$ cat config.mk
export PLATFORM = sky130hd
export DESIGN_NAME = mtc_trigger_ctrl
export DESIGN_NICKNAME = d
export VERILOG_FILES = /design/src/hdl/mtc_pkg.sv /design/src/hdl/mtc_trigger_ctrl.sv
export VERILOG_INCLUDE_DIRS = /design/src /design/src/hdl
export SDC_FILE = /design/constraint.sdc
export NUM_CORES = 1
export LEC_CHECK = 0
export BUFFER_PORTS_ARGS = -buffer_cell sky130_fd_sc_hd__buf_2
export CAP_MARGIN = 5
export CELL_PAD_IN_SITES_DETAIL_PLACEMENT = 1
export CELL_PAD_IN_SITES_GLOBAL_PLACEMENT = 2
export CORE_MARGIN = 2
export CORE_UTILIZATION = 36
export CTS_BUF_LIST = sky130_fd_sc_hd__clkbuf_4
export CTS_CLUSTER_DIAMETER = 50
export CTS_CLUSTER_SIZE = 28
export DETAILED_ROUTE_END_ITERATION = 12
export GPL_ROUTABILITY_DRIVEN = 0
export PLACE_DENSITY = 0.95
export SLEW_MARGIN = 10
export SYNTH_ARGS = -nofsm -noshare
export SYNTH_HDL_FRONTEND = slang
export SYNTH_SLANG_ARGS = --single-unit
$ cat constraint.sdc
create_clock -name clk -period 5.32 [get_ports clk]
set_input_delay 0 -clock clk [delete_from_list [all_inputs] [get_ports clk]]
set_output_delay 0 -clock clk [all_outputs]
set_load 0.01 [all_outputs]
$ cat src/hdl/mtc_params.svh
`ifndef MTC_PARAMS_SVH
`define MTC_PARAMS_SVH
// default widths of the channel index, the point index and the delay counter
`define MTC_CH_W        4
`define MTC_PT_W        16
`define MTC_DLY_W       16
// delay counter value on which the held trigger is acted upon
`define MTC_DLY_LAST    1
`endif

$ cat src/hdl/mtc_pkg.sv
package mtc_pkg;
   // how many triggers are accepted
   typedef enum logic [1:0] {MTC_MODE_CONT, MTC_MODE_SINGLE, MTC_MODE_HOLD} mtc_mode_e;
   // where triggers come from
   typedef enum logic [1:0] {MTC_SRC_INT, MTC_SRC_EXT, MTC_SRC_BUS} mtc_src_e;
endpackage : mtc_pkg

$ cat src/hdl/mtc_trigger_ctrl.sv
`timescale 1ns/10ps
`default_nettype none
`include "mtc_params.svh"

module mtc_trigger_ctrl #(
   parameter int CH_W  = `MTC_CH_W,
   parameter int PT_W  = `MTC_PT_W,
   parameter int DLY_W = `MTC_DLY_W
) (
   // clock and reset
   input  wire  logic                  clk,
   input  wire  logic                  rst,
   // settings
   input  wire  mtc_pkg::mtc_mode_e    init_mode,
   input  wire  mtc_pkg::mtc_src_e     trig_src,
   input  wire  logic                  step_per_point,
   input  wire  logic                  pol_rising,
   input  wire  logic                  wait_before_sample,
   input  wire  logic [DLY_W-1:0]      ext_delay,
   input  wire  logic [CH_W-1:0]       num_chan,
   input  wire  logic [PT_W-1:0]       num_points,
   // program commands, one-cycle pulses
   input  wire  logic                  single_arm,
   input  wire  logic                  bus_trig,
   input  wire  logic                  abort_cmd,
   input  wire  logic                  settings_chg,
   // external trigger pin
   input  wire  logic                  ext_trig_in,
   // measurement engine handshake
   output logic                        setup_go,
   input  wire  logic                  setup_done,
   output logic                        sample_go,
   input  wire  logic                  sample_done,
   output logic [CH_W-1:0]             chan_idx,
   output logic [PT_W-1:0]             point_idx,
   // status
   output logic                        stopped,
   output logic                        waiting,
   output logic                        cycle_done
);
   import mtc_pkg::*;

   typedef enum logic [2:0] {ST_STOP, ST_POINT, ST_WAIT, ST_DLY, ST_SETUP, ST_SAMPLE} mtc_state_e;

   mtc_state_e          state_q, state_d;
   logic                meta_q, sync_q, prev_q;
   logic [DLY_W-1:0]    dly_q;
   logic                pend_q, first_q, arm_q;
   logic [CH_W-1:0]     chan_q;
   logic [PT_W-1:0]     point_q;
   logic                setup_go_q, sample_go_q, stopped_q, waiting_q, cycle_done_q;

   // edge detection against the registered previous sample
   wire rise_w       = sync_q & ~prev_q;
   wire fall_w       = ~sync_q & prev_q;
   wire ext_edge     = pol_rising ? rise_w : fall_w;
   wire ext_sel      = (trig_src == MTC_SRC_EXT);
   wire trig_hit     = (trig_src == MTC_SRC_INT) ||
                       (ext_sel && ext_edge) ||
                       ((trig_src == MTC_SRC_BUS) && bus_trig);
   // gating applies at the first point, and at every point when stepping per point with the external source
   wire gate_here    = first_q | (ext_sel & step_per_point);
   wire gate_samp    = ext_sel & wait_before_sample;
   wire use_dly      = ext_sel && (ext_delay != '0);
   wire dly_end      = (dly_q == DLY_W'(`MTC_DLY_LAST));
   wire last_pt      = (point_q == PT_W'(num_points - 1'b1));
   wire last_ch      = (chan_q == CH_W'(num_chan - 1'b1));
   wire pt_finish    = (state_q == ST_SAMPLE) && sample_done;
   wire cyc_finish   = pt_finish && last_pt && last_ch;
   wire force_stop   = abort_cmd | settings_chg;
   wire start_ok     = (init_mode == MTC_MODE_CONT) |
                       ((init_mode == MTC_MODE_SINGLE) & arm_q);
   wire resume_st    = pend_q;
   wire cycle_start  = (state_q == ST_STOP) && (state_d == ST_POINT);

   // next-state; triggers only count in wait, so a running cycle ignores them
   always_comb
   begin
      state_d = state_q;
      unique case (state_q)
         ST_STOP:
            if (start_ok && init_mode != MTC_MODE_HOLD) state_d = ST_POINT;
         ST_POINT:
            state_d = (gate_here && !gate_samp) ? ST_WAIT : ST_SETUP;
         ST_WAIT:
            if (init_mode == MTC_MODE_HOLD) state_d = ST_STOP;
            else if (trig_hit)
               state_d = use_dly ? ST_DLY : (resume_st ? ST_SAMPLE : ST_SETUP);
         ST_DLY:
            if (dly_end) state_d = resume_st ? ST_SAMPLE : ST_SETUP;
         ST_SETUP:
            if (setup_done)
               state_d = (gate_here && gate_samp) ? ST_WAIT : ST_SAMPLE;
         ST_SAMPLE:
            if (cyc_finish)
               state_d = (init_mode == MTC_MODE_CONT) ? ST_POINT : ST_STOP;
            else if (sample_done) state_d = ST_POINT;
      endcase
      if (force_stop) state_d = ST_STOP;
   end

   // state register
   always_ff @(posedge clk or posedge rst)
   begin
      if (rst) state_q <= ST_STOP;
      else     state_q <= state_d;
   end

   // two-flop synchroniser plus the previous sample for the edge detector
   always_ff @(posedge clk or posedge rst)
   begin
      if (rst)
      begin
         meta_q <= 1'b0;
         sync_q <= 1'b0;
         prev_q <= 1'b0;
      end
      else
      begin
         meta_q <= ext_trig_in;
         sync_q <= meta_q;
         prev_q <= sync_q;
      end
   end

   // delay counter loaded on detection, counts down to expiry
   always_ff @(posedge clk or posedge rst)
   begin
      if (rst)                                 dly_q <= '0;
      else if (state_q == ST_WAIT && trig_hit) dly_q <= ext_delay;
      else if (state_q == ST_DLY)              dly_q <= dly_q - 1'b1;
   end

   // one-shot arming; a new arm command wins over its consumption
   // a forced stop drops a stale arm so that it cannot fire a later one-shot
   always_ff @(posedge clk or posedge rst)
   begin
      if (rst) arm_q <= 1'b0;
      else     arm_q <= single_arm |
                        (arm_q & ~force_stop & ~(cycle_start & init_mode == MTC_MODE_SINGLE));
   end

   // point flags: first point of a cycle, and whether the wait sits before sampling
   always_ff @(posedge clk or posedge rst)
   begin
      if (rst)
      begin
         first_q <= 1'b0;
         pend_q  <= 1'b0;
      end
      else
      begin
         if (cycle_start || (cyc_finish && state_d == ST_POINT)) first_q <= 1'b1;
         else if (pt_finish)                                     first_q <= 1'b0;
         if (state_q == ST_POINT)      pend_q <= 1'b0;
         else if (state_q == ST_SETUP) pend_q <= 1'b1;
      end
   end

   // channel and point indices walk all points of all open channels
   always_ff @(posedge clk or posedge rst)
   begin
      if (rst)
      begin
         chan_q  <= '0;
         point_q <= '0;
      end
      else if (cycle_start)
      begin
         chan_q  <= '0;                                                     // rewind kept synchronous
         point_q <= '0;
      end
      else if (pt_finish && !force_stop)
      begin
         point_q <= last_pt ? '0 : point_q + 1'b1;
         chan_q  <= !last_pt ? chan_q : (last_ch ? '0 : chan_q + 1'b1);
      end
   end

   // registered outputs; go pulses mark entry into setup or sampling
   always_ff @(posedge clk or posedge rst)
   begin
      if (rst)
      begin
         setup_go_q   <= 1'b0;
         sample_go_q  <= 1'b0;
         stopped_q    <= 1'b1;
         waiting_q    <= 1'b0;
         cycle_done_q <= 1'b0;
      end
      else
      begin
         setup_go_q   <= (state_d == ST_SETUP) && (state_q != ST_SETUP);
         sample_go_q  <= (state_d == ST_SAMPLE) && (state_q != ST_SAMPLE);
         stopped_q    <= (state_d == ST_STOP);
         waiting_q    <= (state_d == ST_WAIT) || (state_d == ST_DLY);
         cycle_done_q <= cyc_finish && !force_stop;
      end
   end

   assign setup_go   = setup_go_q;
   assign sample_go  = sample_go_q;
   assign stopped    = stopped_q;
   assign waiting    = waiting_q;
   assign cycle_done = cycle_done_q;
   assign chan_idx   = chan_q;
   assign point_idx  = point_q;

   // checks
   property p_edge_fall;
      @(posedge clk) disable iff (rst)
      (!pol_rising && sync_q) ##1 (!pol_rising && !sync_q) |-> ext_edge;
   endproperty
   a_edge_fall: assert property (p_edge_fall) else $error("falling edge missed");

   property p_edge_rise;
      @(posedge clk) disable iff (rst)
      (pol_rising && !sync_q) ##1 (pol_rising && sync_q) |-> ext_edge;
   endproperty
   a_edge_rise: assert property (p_edge_rise) else $error("rising edge missed");

   property p_edge_pulse;
      @(posedge clk) disable iff (rst)
      ext_edge |=> !ext_edge;
   endproperty
   a_edge_pulse: assert property (p_edge_pulse) else $error("edge pulse too long");

   property p_hold;
      @(posedge clk) disable iff (rst)
      (stopped_q && init_mode == MTC_MODE_HOLD && !force_stop) |=> stopped_q;
   endproperty
   a_hold: assert property (p_hold) else $error("hold mode left stop");

   property p_abort;
      @(posedge clk) disable iff (rst)
      force_stop |=> stopped_q && !waiting_q && state_q == ST_STOP;
   endproperty
   a_abort: assert property (p_abort) else $error("abort did not stop");

   property p_single_end;
      @(posedge clk) disable iff (rst)
      (cyc_finish && init_mode == MTC_MODE_SINGLE && !force_stop) |=> stopped_q;
   endproperty
   a_single_end: assert property (p_single_end) else $error("single did not stop");

   property p_cont_restart;
      @(posedge clk) disable iff (rst)
      (cyc_finish && init_mode == MTC_MODE_CONT && !force_stop) |=>
         state_q == ST_POINT && first_q;
   endproperty
   a_cont_restart: assert property (p_cont_restart) else $error("cycle not restarted");

   property p_delay;
      @(posedge clk) disable iff (rst)
      (state_q == ST_WAIT && trig_hit && use_dly && ext_delay == DLY_W'(2) && !force_stop)
         |=> state_q == ST_DLY ##1 (state_q == ST_DLY || $past(force_stop));
   endproperty
   a_delay: assert property (p_delay) else $error("delay cut short");

   property p_point_wait;
      @(posedge clk) disable iff (rst)
      (pt_finish && !cyc_finish && ext_sel && step_per_point && !gate_samp
         && !force_stop ##1 !force_stop) |=> state_q == ST_WAIT;
   endproperty
   a_point_wait: assert property (p_point_wait) else $error("per point did not wait");

   property p_setup_first;
      @(posedge clk) disable iff (rst)
      (state_q == ST_SETUP && state_d == ST_SAMPLE) |-> setup_done;
   endproperty
   a_setup_first: assert property (p_setup_first) else $error("sample before setup");

endmodule : mtc_trigger_ctrl

`default_nettype wire

==> results.json <==
{
  "max_freq_mhz": 368.1,
  "antenna_found_initial": 0,
  "synthCells": 429,
  "muxShareOfSynthArea": 0.02073,
  "rrSetupSlack_ps": 2600,
  "first_iter_violations": 160,
  "num_vias": 3707,
  "r2r-end": "chan_idx[1]",
  "netlist-cell-type-count": 74,
  "die_h_um": 104.3,
  "drc": 0,
  "ctsHtreeMaxLevel": 2,
  "grt_use_total": 0.2053,
  "die_area_mm2": 0.01088,
  "initial_utilization": 0.3706,
  "io_pins": 77,
  "maxCapViolCount": 0,
  "overflow": 0,
  "leakagePower_nw": 1.946,
  "grt_pass1_vias": 3755,
  "setup_viol": 0,
  "synth_top_area_cell": "dfrtp_1",
  "critical_path_class": "reg2reg",
  "place_area_mm2": 0.004135,
  "area_growth_pct": 22.80,
  "worstHoldStart": "settings_chg",
  "synth_top_family_by_area": "simple AND/OR/NAND/NOR gates",
  "arrival_ps": 3010,
  "yosys.cell_count.top_type": "dfrtp_1",
  "ys_ff_latch": 50,
  "die_x_um": 104.3,
  "finalHoldViolations": 0,
  "cts_tree": "done",
  "hold_end": "state_q[2]",
  "final.setup_skew_ps": 15.77,
  "yosysWarnings": 0,
  "r2r_cells": 7,
  "fin_crit_sh": 0.5107,
  "clkSinkCount": 50,
  "tightest_slew_ps": 1090,
  "synth_adder_area_share": 0.02073,
  "clockBufferDepth": 2,
  "worst_ep_required_time_ps": 5610,
  "placementRows": 36,
  "synth_nets": 487,
  "hpwl_mm": 8.268,
  "io_buffers": 76,
  "clock-root-buffer": "clkbuf_4",
  "layout.nets": 581,
  "wirelength_mm": 10.96,
  "drive_above_1_share": 0.1966,
  "vdd_drop_max_mv": 0.1305,
  "grt_first_pass_wirelength_mm": 18.40,
  "grt_max_degree": 51,
  "synth_compound_area_frac": 0.2000,
  "start_kind": "register",
  "power.density_mw_per_mm2": 219.8,
  "slew_headroom": 0.2721,
  "yosys_most_used_dff": "dfrtp_1",
  "synth_area_mm2": 0.003622,
  "path_max_fanout": 14,
  "worstHoldPathType": "in2reg",
  "ys_seq_area_frac": 0.3458,
  "synth_edf_count": 0,
  "antenna_cells": 0,
  "rr_startpoint": "point_idx[7]",
  "synth.area.top_cells": "dfrtp_1, xnor2_1, nor2_1, nand2_1, a21oi_1",
  "outcome": "finished clean",
  "synthTopCellsByCount": "dfrtp_1, nor2_1, nand2_1",
  "async_reset_ff_frac": 1.000,
  "wl_per_cell_um": 16.68,
  "finalSetupTns_ps": 0,
  "endpoint_kind": "register",
  "avgSynthCellArea_um2": 8.443,
  "synth-simple-area-share": 0.2940,
  "rsz0062_at_grt": "no",
  "cts_resized": 0,
  "drtAntennaViolNets": 0,
  "hold_path_depth": 4,
  "final.min_clock_period_ps": 2717,
  "first_pass_iters": 4,
  "synth_top_area_frac": 0.3385,
  "core_area_mm2": 0.009774,
  "clk_pin_slew_ps": 160,
  "finalPower_w": 0.0009779,
  "vias_per_cell": 5.642,
  "drv_slew": 0,
  "synth_xor_area_frac": 0.08463,
  "cts_buffers": 5,
  "clk_latency_ps": 380,
  "final_area_mm2": 0.004448
}
cell type report:
cell class	instances	area (um^2)
timing repair buffer	103	640.6
clock inverter	2	37.54
tap	133	166.4
fill	1214	5326
multi-input combinational	347	2246
clock buffer	6	45.04
sequential	50	1252
inverter	16	60.06
worst max-delay path, stage by stage, from the launching register on:
cell and delay (ps):
dfrtp_1 480, xnor2_1 200, a2111oi_0 360, o21ai_1 130, a22oi_1 310, nand4b_4 200, o21bai_2 560, mux2_1 390
power breakdown:
| part | total, W | switching [W] | internal, W |
|---|---|---|---|
| Combinational | 0.000263 | 0.000139 | 0.000124 |
| Clock | 0.000235 | 0.000131 | 0.000104 |
| Sequential | 0.000480 | 0.0000584 | 0.000422 |
| Total | 0.000978 | 0.000328 | 0.000650 |
kinds of logic (layout without fill, tap and decap cells):
| kind of cell | count (synthesis) | in the layout |
|---|---|---|
| buf+inv | 32 | 127 |
| mux | 7 | 7 |
| simple gates | 194 | 194 |
| xor+xnor | 35 | 35 |
| flops | 50 | 50 |
| fa+ha+maj | 6 | 6 |
| compound gates | 105 | 105 |
routing by layer:
| metal | share of wire | up-vias | global-route usage |
|---|---|---|---|
| met5 | 0 | - | 0 |
| met4 | 0.014 | 0 | 0.05598 |
| met3 | 0.039 | 14 | 0.02882 |
| met2 | 0.51 | 86 | 0.3693 |
| met1 | 0.43 | 1822 | 0.2554 |
| li1 | - | 1785 | - |
worst max-delay path by stage:
| stage | to | slack [ps] | from |
|---|---|---|---|
| global placement | chan_idx[0] | 2420 | num_points[1] |
| floorplan | first_q | 2960 | num_points[4] |
| CTS | chan_idx[1] | 2600 | point_idx[7] |
| finish | chan_idx[1] | 2600 | point_idx[7] |
| global route | dly_q[10] | 2390 | state_q[0] |
| detailed placement | chan_idx[1] | 2270 | num_points[0] |
state kept, by name (all words and copies together) (netlist names), 3 cells and up:
register   cells
dly_q         16
point_idx     16
chan_idx       4
state_q        3
placed cells by master, fill, tap and decap left out, types with 4 or more instances in the layout:
master         count
nand4_1           11
nand3_1           23
o21ai_0           14
o22ai_1            7
nor2b_1            6
o21ai_1            8
dlygate4sd3_1     23
nand2_1           31
inv_1             14
a21oi_1           23
buf_4              4
dfrtp_1           49
a221o_1            4
buf_2             76
and3_1            10
nor3_1            18
xor2_1            13
xnor2_1           22
nor4_1            12
o21a_1             4
nor3b_1            4
clkbuf_4           6
nor2_1            47
ha_1               6
o211ai_1           5
metrics by stage:
| stage | std cells | worst slack [ps] | hold WS [ps] | utilization |
|---|---|---|---|---|
| 2_1_floorplan | 429 | 2956 | 31.43 | - |
| 6_report | 657 | 2603 | 96.71 | 0.4551 |
| 3_3_place_gp | 626 | 2424 | 107.7 | 0.4231 |
| 4_1_cts | 657 | 2599 | 74.67 | 0.4551 |
| 3_5_place_dp | 626 | 2268 | 110.5 | 0.4231 |
| 5_1_grt | 657 | 2390 | 103.4 | 0.4551 |
repair_timing:
action / 4_1_cts / 5_1_grt
hold buffers: 23 / 0
hold endpoints to repair: 70 / 0
setup buffers: 0 / 0
No activity file was read; power rests on OpenSTA's default activity.
